## config.mk

```make
export PLATFORM = sky130hd
export DESIGN_NAME = sync_serial_channel
export DESIGN_NICKNAME = d
export VERILOG_FILES = /design/src/ssc_pkg.sv /design/src/rate_divider.sv /design/src/sync_serial_channel.sv
export SDC_FILE = /design/constraint.sdc
export NUM_CORES = 1
export LEC_CHECK = 0
export BUFFER_PORTS_ARGS = -buffer_cell sky130_fd_sc_hd__buf_4
export CAP_MARGIN = 30
export CELL_PAD_IN_SITES_DETAIL_PLACEMENT = 1
export CELL_PAD_IN_SITES_GLOBAL_PLACEMENT = 1
export CORE_ASPECT_RATIO = 1.1
export CORE_MARGIN = 5
export CORE_UTILIZATION = 42
export DETAILED_ROUTE_END_ITERATION = 8
export PLACE_DENSITY_LB_ADDON = 0.08
export SYNTH_ARGS = -nofsm -noshare
export SYNTH_HDL_FRONTEND = slang
export SYNTH_SLANG_ARGS = --single-unit
```

## constraint.sdc

```tcl
create_clock -name CORE_CLK_IN -period 2.7 [get_ports CORE_CLK_IN]
set_input_delay 0.54 -clock CORE_CLK_IN [delete_from_list [all_inputs] [get_ports CORE_CLK_IN]]
set_output_delay 0.54 -clock CORE_CLK_IN [all_outputs]
set_load 0.03 [all_outputs]
```

## src/ssc_pkg.sv

```systemverilog
// constants and state encoding shared by the serial channel and its divider
package ssc_pkg;

    // ==========================================================
    // controller states (one-hot)
    typedef enum logic [2:0] {
        ST_IDLE = 3'h1,                           // master waiting for data
        ST_MRUN = 3'h2,                           // master frame running
        ST_SRUN = 3'h4                            // slave armed, follows the select
    } chan_state_t;

    // ==========================================================
    // frame geometry
    localparam logic [3:0] LAST_BIT_IDX    = 4'h7;   // index of the eighth sample
    localparam logic [4:0] EDGES_PER_FRAME = 5'h10;  // sixteen clock edges per byte
    localparam logic [4:0] TAIL_TICK_PH0   = 5'h0F;  // phase 0: last bit held one bit time
    localparam logic [4:0] TAIL_TICK_PH1   = 5'h10;  // phase 1: last bit held one bit time
    localparam logic [4:0] NO_SHIFT_TICK   = 5'h0F;  // phase 0 closing edge shifts nothing

    // ==========================================================
    // rate divider
    localparam logic [2:0] RATE_CODE_TOP = 3'h6;    // code 7 falls back to this one
    localparam logic [7:0] HALF_DIV_BASE = 8'h02;   // half bit time at divide by 4

    // ==========================================================
    // pin handover masks: bit0 receive, bit1 transmit, bit2 clock, bit3 select
    localparam logic [3:0] PINS_NONE   = 4'h0;
    localparam logic [3:0] PINS_MASTER = 4'h7;
    localparam logic [3:0] PINS_SLAVE  = 4'hF;

endpackage

```

## src/rate_divider.sv

```systemverilog
// restartable divider giving one tick per half serial bit time
module rate_divider (
    input  wire logic       clk_in,         // processor clock
    input  wire logic       rst_n_in,       // synchronous reset, active low
    input  wire logic       run_in,         // count only while a master frame runs
    input  wire logic       restart_in,     // new load: start a fresh half period
    input  wire logic [2:0] rate_sel_in,    // divide select code
    output logic            tick_out        // one-cycle half-period pulse
);
    // ==========================================================
    // state
    typedef struct packed {
        logic [7:0] cnt;                    // cycles into the current half period
        logic       tick;                   // registered tick
    } div_state_t;

    div_state_t q;                          // registered state
    div_state_t n;                          // next state
    logic [2:0] code;                       // effective select code
    logic [7:0] half;                       // half bit time in clock cycles

    // ==========================================================
    // next state: the count is held at zero while idle, so every frame starts aligned
    always_comb begin
        n = q;
        // undefined top code is treated as the slowest rate
        code = (rate_sel_in > ssc_pkg::RATE_CODE_TOP) ? ssc_pkg::RATE_CODE_TOP : rate_sel_in;
        half = ssc_pkg::HALF_DIV_BASE << code;
        n.tick = 1'b0;
        if (restart_in || !run_in) begin
            n.cnt = 8'h00;
        end else if (q.cnt == 8'(half - 8'h01)) begin
            n.cnt = 8'h00;
            n.tick = 1'b1;
        end else begin
            n.cnt = 8'(q.cnt + 8'h01);
        end
    end

    // register
    always_ff @(posedge clk_in) begin
        if (!rst_n_in) begin
            q <= '0;
        end else begin
            q <= n;
        end
    end

    assign tick_out = q.tick;

    // ==========================================================
    // checks
    a_restart_quiet: assert property (@(posedge clk_in) disable iff (!rst_n_in)
        restart_in |=> !tick_out ##1 !tick_out)
        else $error("divider ticked too soon after restart");
endmodule

```

## src/sync_serial_channel.sv

```systemverilog
// byte-wide synchronous serial channel, master or slave, with collision shadow
module sync_serial_channel (
    input  wire logic       CORE_CLK_IN,              // processor clock, 20 MHz
    input  wire logic       RST_N_IN,                 // synchronous reset, active low
    input  wire logic       CHANNEL_ENABLE_IN,        // global enable
    input  wire logic       MASTER_SELECT_IN,         // 1 master, 0 slave
    input  wire logic       CLOCK_IDLE_POLARITY_IN,   // idle level of the serial clock
    input  wire logic       CLOCK_PHASE_SELECT_IN,    // 0 sample on leading edge
    input  wire logic       SLAVE_TRANSMIT_ENABLE_IN, // slave drives data out when 1
    input  wire logic [2:0] RATE_SELECT_IN,           // master divide select
    input  wire logic       LSB_FIRST_IN,             // 1 shifts lsb first
    input  wire logic       INT_ENABLE_IN,            // gates the interrupt request
    input  wire logic       TX_WRITE_IN,              // transmit buffer write strobe
    input  wire logic [7:0] TX_DATA_IN,               // transmit buffer write data
    input  wire logic       TC_CLEAR_IN,              // clears the complete flag
    input  wire logic       WRITE_COLLISION_FLAG_CLEAR_IN,            // clears the collision flag
    input  wire logic       SERIAL_RECEIVE_IN,        // receive data pin
    input  wire logic       SCLK_IN,                  // clock pin level
    input  wire logic       SLAVE_SELECT_N_IN,        // select pin, active low
    output logic [7:0]      RECEIVE_BUFFER_OUT,       // last received byte
    output logic [7:0]      TRANSMIT_SHADOW_OUT,      // data of the last colliding write
    output logic            TRANSFER_COMPLETE_OUT,    // sticky complete flag
    output logic            WRITE_COLLISION_OUT,      // sticky collision flag
    output logic            IRQ_OUT,                  // interrupt request
    output logic            BUSY_OUT,                 // transfer in progress
    output logic            SCLK_OUT,                 // clock pin drive value
    output logic            SCLK_OE_OUT,              // clock pin driven
    output logic            SERIAL_TRANSMIT_OUT,      // transmit pin drive value
    output logic            SERIAL_TRANSMIT_OE_OUT,   // transmit pin driven
    output logic [3:0]      PINS_OWNED_OUT            // pins taken from the port
);
    // ==========================================================
    // state record
    typedef struct packed {
        ssc_pkg::chan_state_t st;           // controller state
        logic [7:0] shift;                  // the shift register
        logic [7:0] rxbuf;                  // receive buffer
        logic [7:0] shadow;                 // collision shadow
        logic [4:0] edges;                  // master ticks into the frame
        logic [3:0] bits;                   // samples taken this byte
        logic       started;                // frame past its start point
        logic       sclk;                   // master clock level
        logic       tx_bit;                 // transmit pin value
        logic       tc;                     // complete flag
        logic       write_collision_flag;                   // collision flag
        logic       irq;                    // interrupt request
        logic [2:0] sclk_sync;              // clock pin synchroniser plus history
        logic [2:0] sel_sync;               // select pin synchroniser plus history
        logic [1:0] rx_sync;                // data pin synchroniser
    } ch_state_t;

    localparam ch_state_t STATE_RST = '{st: ssc_pkg::ST_IDLE, tx_bit: 1'b1,
                                        sel_sync: 3'h7, default: '0};

    ch_state_t q;                           // registered state
    ch_state_t n;                           // next state

    logic       en;                         // channel enabled
    logic       master;                     // master role
    logic       pol;                        // idle clock level
    logic       clock_phase_select;                       // clock phase
    logic       sel_act;                    // synchronised select, active
    logic       sel_prev;                   // select one cycle earlier
    logic       busy;                       // collision window open
    logic       wr_ok;                      // write that loads the register
    logic       wr_col;                     // write that collides
    logic       tick;                       // half-bit pulse from the divider
    logic       m_edge;                     // master clock edge this cycle
    logic       s_edge;                     // slave clock edge seen this cycle
    logic       lead;                       // the edge leaves the idle level
    logic       do_sample;                  // sampling edge
    logic       do_shift;                   // shifting edge
    logic       tc_set;                     // eighth sample taken
    logic [7:0] rx_word;                    // register after this sample
    logic       rx_bit;                     // synchronised receive data

    // ==========================================================
    // bit order helpers
    function automatic logic out_bit(input logic [7:0] s, input logic lsb);
        out_bit = lsb ? s[0] : s[7];
    endfunction

    function automatic logic [7:0] shift_in(input logic [7:0] s, input logic b,
                                            input logic lsb);
        shift_in = lsb ? {b, s[7:1]} : {s[6:0], b};
    endfunction

    // ==========================================================
    // baud rate generation
    rate_divider u_div (
        .clk_in      (CORE_CLK_IN),
        .rst_n_in    (RST_N_IN),
        .run_in      (en && master && (q.st == ssc_pkg::ST_MRUN)),
        .restart_in  (wr_ok && master),
        .rate_sel_in (RATE_SELECT_IN),
        .tick_out    (tick)
    );

    // ==========================================================
    // decode of the current cycle
    always_comb begin
        en       = CHANNEL_ENABLE_IN;
        master   = MASTER_SELECT_IN;
        pol      = CLOCK_IDLE_POLARITY_IN;
        clock_phase_select     = CLOCK_PHASE_SELECT_IN;
        sel_act  = !q.sel_sync[1];
        sel_prev = !q.sel_sync[2];
        // limitation: a master at divide by 4 samples before the two-flop receive
        // path has caught up with the peer's last shift; divide by 8 or slower is safe
        rx_bit   = q.rx_sync[1];
        // slave phase 0 is busy for the whole select, all else from start to last sample
        busy     = (!master && !clock_phase_select) ? sel_act : q.started;
        wr_ok    = TX_WRITE_IN && en && !busy;
        wr_col   = TX_WRITE_IN && en && busy;
        // master edges come from the divider, slave edges from the pin
        m_edge   = master && (q.st == ssc_pkg::ST_MRUN) && tick
                   && (q.edges < ssc_pkg::EDGES_PER_FRAME);
        // select must have stood a cycle: the clock history leaves reset at 0, so a
        // pin idling high would otherwise look like an edge straight after reset
        s_edge   = !master && (q.st == ssc_pkg::ST_SRUN) && sel_act && sel_prev
                   && (q.sclk_sync[1] != q.sclk_sync[2]);
        lead     = m_edge ? (q.sclk == pol) : (q.sclk_sync[1] != pol);
        do_sample = (m_edge || s_edge) && (lead ^ clock_phase_select);
        do_shift  = (m_edge || s_edge) && !(lead ^ clock_phase_select)
                    && !(m_edge && (q.edges == ssc_pkg::NO_SHIFT_TICK));
        rx_word  = shift_in(q.shift, rx_bit, LSB_FIRST_IN);
        tc_set   = do_sample && (q.bits == ssc_pkg::LAST_BIT_IDX);
    end

    // ==========================================================
    // next state
    always_comb begin
        n = q;
        n.sclk_sync = {q.sclk_sync[1:0], SCLK_IN};
        n.sel_sync  = {q.sel_sync[1:0], SLAVE_SELECT_N_IN};
        n.rx_sync   = {q.rx_sync[0], SERIAL_RECEIVE_IN};

        // role sequencing
        case (q.st)
            ssc_pkg::ST_IDLE: begin
                if (!master) begin
                    n.st = ssc_pkg::ST_SRUN;
                end else begin
                    n.sclk   = pol;
                    n.tx_bit = 1'b1;
                end
            end
            ssc_pkg::ST_MRUN: begin
                if (tick) begin
                    if (m_edge) begin
                        n.sclk = !q.sclk;
                    end
                    n.edges = 5'(q.edges + 5'h01);
                    // last bit has stood a full bit time: idle the line high
                    if (q.edges == (clock_phase_select ? ssc_pkg::TAIL_TICK_PH1
                                         : ssc_pkg::TAIL_TICK_PH0)) begin
                        n.tx_bit = 1'b1;
                        n.st     = ssc_pkg::ST_IDLE;
                    end
                end
            end
            ssc_pkg::ST_SRUN: begin
                if (sel_act && !sel_prev) begin
                    n.tx_bit = out_bit(q.shift, LSB_FIRST_IN); // phase 0 first bit
                end
                if (!sel_act) begin
                    // deselect drops any partial byte without flagging it
                    n.bits    = 4'h0;
                    n.started = 1'b0;
                end
            end
            default: begin
                n.st = ssc_pkg::ST_IDLE;
            end
        endcase

        // data movement on clock edges
        if (do_shift) begin
            n.tx_bit  = out_bit(q.shift, LSB_FIRST_IN);
            n.started = 1'b1;
        end
        if (do_sample) begin
            n.shift   = rx_word;
            n.bits    = 4'(q.bits + 4'h1);
            n.started = 1'b1;
        end
        if (tc_set) begin
            n.rxbuf   = rx_word;
            n.bits    = 4'h0;
            n.started = 1'b0;
        end

        // processor writes
        if (wr_ok) begin
            n.shift = TX_DATA_IN;
            n.bits  = 4'h0;
            if (master) begin
                n.st      = ssc_pkg::ST_MRUN;
                n.edges   = 5'h00;
                n.sclk    = pol;
                n.started = !clock_phase_select;
                // phase 0 shows its first bit at once, phase 1 on the first edge
                n.tx_bit  = clock_phase_select ? q.tx_bit : out_bit(TX_DATA_IN, LSB_FIRST_IN);
            end else if (!clock_phase_select) begin
                n.tx_bit = out_bit(TX_DATA_IN, LSB_FIRST_IN);
            end
        end
        if (wr_col) begin
            n.shadow = TX_DATA_IN;
        end

        // sticky flags: a new event beats a clear in the same cycle
        n.tc   = (q.tc && !TC_CLEAR_IN) || tc_set;
        n.write_collision_flag = (q.write_collision_flag && !WRITE_COLLISION_FLAG_CLEAR_IN) || wr_col;
        n.irq  = n.tc && INT_ENABLE_IN;

        // global disable wins over everything but the flags and buffers
        if (!en) begin
            n.st      = ssc_pkg::ST_IDLE;
            n.edges   = 5'h00;
            n.bits    = 4'h0;
            n.started = 1'b0;
            n.sclk    = pol;
            n.tx_bit  = 1'b1;
        end
    end

    // register
    always_ff @(posedge CORE_CLK_IN) begin
        if (!RST_N_IN) begin
            q <= STATE_RST;
        end else begin
            q <= n;
        end
    end

    // ==========================================================
    // outputs
    assign RECEIVE_BUFFER_OUT    = q.rxbuf;
    assign TRANSMIT_SHADOW_OUT   = q.shadow;
    assign TRANSFER_COMPLETE_OUT = q.tc;
    assign WRITE_COLLISION_OUT   = q.write_collision_flag;
    assign IRQ_OUT               = q.irq;
    assign BUSY_OUT              = busy;
    assign SCLK_OUT              = q.sclk;
    assign SERIAL_TRANSMIT_OUT   = q.tx_bit;

    // pin ownership; the select pin stays a port pin for a master
    always_comb begin
        SCLK_OE_OUT            = en && master;
        SERIAL_TRANSMIT_OE_OUT = en && (master
                                 || (SLAVE_TRANSMIT_ENABLE_IN && sel_act));
        if (!en) begin
            PINS_OWNED_OUT = ssc_pkg::PINS_NONE;
        end else if (master) begin
            PINS_OWNED_OUT = ssc_pkg::PINS_MASTER;
        end else begin
            PINS_OWNED_OUT = ssc_pkg::PINS_SLAVE;
        end
    end

    // ==========================================================
    // checks
    a_master_load_start: assert property (@(posedge CORE_CLK_IN) disable iff (!RST_N_IN)
        (en && master && wr_ok) |=> (q.st == ssc_pkg::ST_MRUN) && (q.edges == 5'h00)
                                    && (q.shift == $past(TX_DATA_IN)))
        else $error("master write did not start a frame");

    a_first_edge_late: assert property (@(posedge CORE_CLK_IN) disable iff (!RST_N_IN)
        (en && master && wr_ok && $stable(pol)) |=> (SCLK_OUT == pol) ##1 $stable(SCLK_OUT))
        else $error("first clock edge came too early");

    a_complete_copy: assert property (@(posedge CORE_CLK_IN) disable iff (!RST_N_IN)
        tc_set |=> TRANSFER_COMPLETE_OUT && (RECEIVE_BUFFER_OUT == $past(rx_word))
                   ##1 (IRQ_OUT == $past(INT_ENABLE_IN)))
        else $error("eighth bit did not complete the byte");

    a_collision_hold: assert property (@(posedge CORE_CLK_IN) disable iff (!RST_N_IN)
        (wr_col && !do_sample && en) |=> WRITE_COLLISION_OUT && $stable(q.shift))
        else $error("colliding write disturbed the transfer");

    a_shadow_value: assert property (@(posedge CORE_CLK_IN) disable iff (!RST_N_IN)
        wr_col |=> (TRANSMIT_SHADOW_OUT == $past(TX_DATA_IN)))
        else $error("shadow lost colliding data");

    a_disable_release: assert property (@(posedge CORE_CLK_IN) disable iff (!RST_N_IN)
        !en |=> (q.st == ssc_pkg::ST_IDLE) && (q.bits == 4'h0) && !q.started)
        else $error("disable did not stop the channel");

    a_master_pins: assert property (@(posedge CORE_CLK_IN) disable iff (!RST_N_IN)
        (en && master) |-> SCLK_OE_OUT && SERIAL_TRANSMIT_OE_OUT
                           && (PINS_OWNED_OUT == ssc_pkg::PINS_MASTER))
        else $error("master does not own its pins");

    a_slave_out_off: assert property (@(posedge CORE_CLK_IN) disable iff (!RST_N_IN)
        (en && !master && (!SLAVE_TRANSMIT_ENABLE_IN || SLAVE_SELECT_N_IN)
         && $past(SLAVE_SELECT_N_IN) && $past(SLAVE_SELECT_N_IN, 2))
        |-> !SERIAL_TRANSMIT_OE_OUT)
        else $error("slave drives data while not allowed");

    a_idle_line_high: assert property (@(posedge CORE_CLK_IN) disable iff (!RST_N_IN)
        (en && master && (q.st == ssc_pkg::ST_IDLE)) |-> SERIAL_TRANSMIT_OUT)
        else $error("master idle line not high");

    a_slave_hold: assert property (@(posedge CORE_CLK_IN) disable iff (!RST_N_IN)
        (en && !master && !sel_act && !wr_ok) |=> $stable(q.shift))
        else $error("deselected slave changed its register");

    a_abort_no_flag: assert property (@(posedge CORE_CLK_IN) disable iff (!RST_N_IN)
        (en && !master && sel_prev && !sel_act && (q.bits != 4'h0) && !tc_set)
        |=> (q.bits == 4'h0) && !$rose(TRANSFER_COMPLETE_OUT))
        else $error("aborted byte left count or flag");

    a_phase1_load_idle: assert property (@(posedge CORE_CLK_IN) disable iff (!RST_N_IN)
        (en && master && clock_phase_select && wr_ok) |=> !BUSY_OUT)
        else $error("phase 1 load opened the busy window early");

    a_slave_sel_busy: assert property (@(posedge CORE_CLK_IN) disable iff (!RST_N_IN)
        (en && !master && !clock_phase_select && sel_act && TX_WRITE_IN) |=> WRITE_COLLISION_OUT)
        else $error("slave write under select did not collide");
endmodule

```

Word level (Yosys, flattened, before mapping) --
Cells that the tools add are included.
Storage, ports and cells: flip-flop bits (word level) 59, output and inout port bits 28
Cells by class: add/sub/neg operators 4, order comparisons 2, eq/ne operators 11, shift-type cells 1, multiplexer cells 39, bitwise gates (word level) 3, reduce and logical (&&, ||, !) cells 49
Operator list (number):
- 5-bit two-way mux | 8
- 1-bit logical AND | 25
- 8-bit two-way mux | 2
- 3-bit two-way mux | 5
- 1-bit two-way mux | 13
- 12-bit two-way mux | 1
- 1-bit logical NOT | 11
- 11-bit two-way mux | 1
- 3-bit one-hot mux with 3 select lines | 1
- 8-bit by 1-bit adder with 8-bit output (second input constant) | 1
- 8-bit == test | 1
- 2-bit two-way mux | 4
- 4-bit two-way mux | 2
- 2-bit by 3-bit left shift with 8-bit output (first input constant) | 1
- 8-bit by 1-bit subtractor with 8-bit output (second input constant) | 1
- 2-bit nonzero test | 3
- 5-bit by 1-bit adder with 5-bit output (second input constant) | 1
- 5-bit by 4-bit == test with 1-bit output (second input constant) | 1
- 5-bit == test | 1
- 1-bit logical OR | 5
- 5-bit < comparator (second input constant) | 1
- 4-bit by 1-bit adder with 4-bit output (second input constant) | 1
- 4-bit by 3-bit == test with 1-bit output (second input constant) | 1
- 2-bit AND reduction | 2
- 14 further kinds | 16

Logic depth before layout (Yosys ltp) --
depth in word-level cells 15, mapped depth 7, mapped depth without buffers 6

Hierarchy --
From an unflattened synthesis, not the netlist that was laid out.
Unflattened totals: cell total of the unflattened synthesis 373, area, all modules 3298.2 um2
Modules (own cells, without submodules):
- sync_serial_channel | times used 1, cells each 320, area each 2792.7 um2, seq. area each 1001.0 um2
- rate_divider | times used 1, cells each 53, area each 505.5 um2, seq. area each 180.2 um2

Worst setup path before layout --
OpenSTA, ideal clock, no wires.
path type input -> output, start input MASTER_SELECT_IN, end output SERIAL_TRANSMIT_OE_OUT, data arrival time 1617 ps, slack 543 ps, stages 3, buffers on the path 1, cell sequence clkbuf_1 -> inv_1 -> a21boi_0
Between the ends: longest elaborated chain between the ends 2
RTL lines:
- start: declaration | RTL line sync_serial_channel.sv:6 | input wire logic MASTER_SELECT_IN,
- 1-bit logical OR | RTL line sync_serial_channel.sv:252 | || (SLAVE_TRANSMIT_ENABLE_IN && sel_act));
- 1-bit logical AND | RTL line sync_serial_channel.sv:251 | SERIAL_TRANSMIT_OE_OUT = en && (master
- end: declaration | RTL line sync_serial_channel.sv:29 | output logic SERIAL_TRANSMIT_OE_OUT,
No other way between the ends.

Worst setup path after layout --
start register q[49] in the netlist's numbering, end register q, in the netlist RECEIVE_BUFFER_OUT[7]
Between the ends: longest elaborated chain between the ends 8
RTL lines:
- start: declaration | RTL line sync_serial_channel.sv:55 | ch_state_t q;
- start signal: assignment | RTL line sync_serial_channel.sv:233 | q <= n;
- 3-bit by 2-bit == test with 1-bit output / 3-bit == test (equally long branches) | RTL line sync_serial_channel.sv:116, sync_serial_channel.sv:120
- 1-bit logical AND, on equally long branches (2 in a row) | RTL line sync_serial_channel.sv:116, sync_serial_channel.sv:120
- 1-bit logical AND, on equally long branches | RTL line sync_serial_channel.sv:117, sync_serial_channel.sv:120
- 1-bit two-way mux / 1-bit logical AND (equally long branches) | RTL line sync_serial_channel.sv:122, sync_serial_channel.sv:121
- 1-bit XOR / 1-bit logical OR (equally long branches) | RTL line sync_serial_channel.sv:123 | do_sample = (m_edge || s_edge) && (lead ^ clock_phase_select);
- 1-bit logical AND * | RTL line sync_serial_channel.sv:123
- 1-bit logical AND * | RTL line sync_serial_channel.sv:127 | tc_set = do_sample && (q.bits == ssc_pkg::LAST_BIT_IDX);
Mark *: on every way between the ends. The rest lies on a longest branch, timed or not. A chain may end at the register's enable or synchronous reset.

==> run_results.csv <==
group,metric,value,unit
outcome,outcome,"finished, final reports clean",
route,detail-route-antenna-nets,0,
timing,setup_tns,0,ps
setup_path,r2r-start,"q[49]$_SDFF_PN0_",
setup_path,arrival,2320,ps
final_layout,multi_input_area,1640,sq um
min_path,hp-class,"in2reg",
final_layout,drive_above_1_share,25.7,%
grt,antenna_found_initial,0,
synth,synth_area_leaders,"dfxtp_1 39%, mux2i_1 9.5%, buf_4 4.9%",
clocking,ctsHoldBuffers,0,
placed_design,placed_area,3420,sq um
setup_path,r2r_cells,6,
synth,yosysTopAreaCellShare,38.6,%
setup_path,reg2reg_to,"RECEIVE_BUFFER_OUT[7]$_SDFFE_PN0P_",
synth,yosysTopAreaCell,"dfxtp_1",
synth,synth_cells,327,
clocking,htreeDepth,3,
clocking,clockBufferDepth,2,
route,highest_layer,"met4",
setup_path,worst-r2r-setup-slack,610,ps
timing,relSlewSlack,58.9,%
timing,fmax,0.478,GHz
clocking,clock-root-buffer,"clkbuf_8",
grt,grt_max_degree,38,
min_path,hp-start,"SLAVE_SELECT_N_IN",
setup_path,cp-end-kind,"flop",
clocking,clk_transition_reported_paths,70,ps
final_layout,post-route-util,51.7,%
power_and_ir_drop,leakagePower,0.00141,uW
floorplanning,die_x,91.3,um
route,vias_per_cell,5.22,
route,met2_length,3810,um
clocking,cts_buffers,9,
timing,worst_slew_pin_slew,616,ps
clocking,clock_sinks,59,
placed_design,dp.cells,442,
route,wl,7490,um
route,vias,2392,
floorplanning,pin_count,54,
synth,ys_seq_elements,59,
timing,rsz0062_at_grt,"no",
final_layout,n_antenna_cell,0,
min_path,whs_endpoint,"n[3]$_SDFF_PN1_",
synth,avgSynthCellArea,9.35,sq um
grt,globalRouteTotalUtil,16.8,%
final_layout,fin_cells,458,
clocking,post_cts.repair.setup_buffers,0,
final_layout,nets,398,
synth,ys_async_sr_fraction,0,%
route,met3_wirelength,222,um
synth,syn_nets,357,
floorplanning,placementRows,32,
setup_path,crit_chain,"nor4b_4, or4b_1, o32ai_2, buf_4, mux2i_1, nor2b_1",
min_path,hold-path-cell-count,2,
power_and_ir_drop,total_power,2000,uW
setup_path,cp_max_fo,8,
final_layout,final_area,3640,sq um
final_layout,area_growth,19.2,%
setup_path,cp_top_family,"simple AND/OR/NAND/NOR gates",
setup_path,critPathLaunchType,"flop",
setup_path,cp_num_buf_inv,1,
floorplanning,start_util,43.4,%
floorplanning,core-area,7050,sq um
final_layout,fillerInstances,838,
setup_path,slowest_delay,500,ps
placed_design,dp.final_hpwl,5500,um
clocking,clk_latency,330,ps
synth,synth_ff_type,"dfxtp_1",
power_and_ir_drop,irDropWorstVdd,0.355,mV
placed_design,numPortBuffers,53,
synth,synth_seq_area_share,38.6,%
grt,first_global_vias,2523,
synth,ys_warn_count,0,
setup_path,slowest_stage,"or4b_1",
route,drtPass1Iterations,4,
synth,syn_area,3060,sq um
route,drt-wirelength-per-cell,16.4,um
timing,timing.final.setup_violations,0,
setup_path,crit_required,2930,ps
floorplanning,die_area,9090,sq um
timing,fin_crit,2090,ps
timing,skew,6.56,ps
floorplanning,die_h,99.5,um
route,drt_iter0_markers,92,
timing,hold_violations,0,
timing,maxSlewViolCount,0,
clocking,cts_tree,"built",
grt,gr-total-overflow,0,
synth,synth_edf_count,0,
route,drc,0,
synth,synth_cell_type_count,57,
setup_path,path_class,"reg2reg",
grt,grt_pass1_wl,12400,um
clocking,ctsResizeCount,0,
route,wl_met1,3360,um
flow_run,drv_cap,0,
timing,period_share,77.4,%
final_layout,register_area,1180,sq um
placed_design,gp_congestion,0.802,
power_and_ir_drop,power-per-cell-area,549,nW/um^2
-- synth_stat cells (all sizes together) (2+ instances only) --
library cell and instances:
nand2 12, mux2i 29, nor2 17, buf 22, inv 10, a31oi 2, mux2 9, o21ai 16
nor2b 22, xor2 4, xnor2 7, nand3b 2, ha 4, a21boi 2, a2111oi 2, a21oi 10
o21a 3, nand2b 9, o22ai 3, nor3 4, or4b 2, or3 4, and2 18, or2 2
a211oi 2, clkbuf 8, nand3 18, and3 4, dfxtp 59, a21o 3
-- cells in the final DEF, fill, tap and decap left out, drive strengths merged, types with 2 or more instances in the layout --
cell     synthesis  layout
a2111oi          2       2
a211oi           2       2
a21boi           2       2
a21o             3       3
a21oi           10      10
a31oi            2       2
and2            18      18
and3             4       4
buf             22      60
bufinv           0       2
clkbuf           8      12
dfxtp           59      59
ha               4       4
inv             10      10
mux2             9       9
mux2i           29      29
nand2           12      12
nand2b           9       9
nand3           18      18
nand3b           2       2
nor2            17      17
nor2b           22      22
nor3             4       4
o21a             3       3
o21ai           16      16
o22ai            3       3
or2              2       2
or3              4       4
or4b             2       2
xnor2            7       7
xor2             4       4
-- cell type report --
type,instances,share of cell area [%]
inverter,10,1.03
multi-input combinational,228,45.0
timing repair buffer,60,12.4
tap,85,2.92
sequential,59,32.4
clock buffer,12,4.26
clock inverter,4,1.99
-- registers in the layout, indices dropped and copies added, names as in the netlist, 5 cells and up --
name	flops
RECEIVE_BUFFER_OUT	8
TRANSMIT_SHADOW_OUT	8
n	5
q	24
u_div.q	8
-- worst max-delay path by stage --
stage	start	endpoint	slack, ps	depth (start not counted)
2_1_floorplan	MASTER_SELECT_IN	SERIAL_TRANSMIT_OE_OUT	540	3
3_3_place_gp	CLOCK_PHASE_SELECT_IN	q[14]$_SDFFE_PP0P_	480	7
3_5_place_dp	CLOCK_PHASE_SELECT_IN	q[14]$_SDFFE_PP0P_	360	7
4_1_cts	q[49]$_SDFF_PN0_	RECEIVE_BUFFER_OUT[7]$_SDFFE_PN0P_	580	6
5_1_grt	q[49]$_SDFF_PN0_	RECEIVE_BUFFER_OUT[7]$_SDFFE_PN0P_	440	6
6_report	q[49]$_SDFF_PN0_	RECEIVE_BUFFER_OUT[7]$_SDFFE_PN0P_	610	6
-- power by group --
| group | switching [uW] | internal (uW) | total [uW] |
|---|---|---|---|
| registers | 15.0 | 886 | 901 |
| logic | 93.8 | 83.1 | 177 |
| clock network | 356 | 569 | 925 |
-- per-stage QoR --
stage	hold slack, ps	setup WS (ps)
6_report	400	609
5_1_grt	389	436
4_1_cts	392	583
3_3_place_gp	393	478
3_5_place_dp	396	357
2_1_floorplan	386	543
-- cell families after synthesis --
kind of cell / share of synthesized area, %
xor gates and xnor gates: 3.93
DFF: 38.6
buffers and inverters: 7.65
and+or+nand+nor: 23.4
adders and majority gates: 1.64
muxes: 12.8
AOI/OAI and AO/OA: 12.0
-- worst register-to-register path: stages (launching register included) --
cell and delay (ps):
dfxtp_1 480, nor4b_4 380, or4b_1 500, o32ai_2 160, buf_4 210, mux2i_1 210, nor2b_1 60
-- routing by layer --
metal,track usage (%),vias up
li1,-,1205
met1,19.6,1139
met2,30.4,36
met3,3.63,12
met4,5.42,0
met5,0,-
Note: power is estimated with default switching activity, not from simulation.
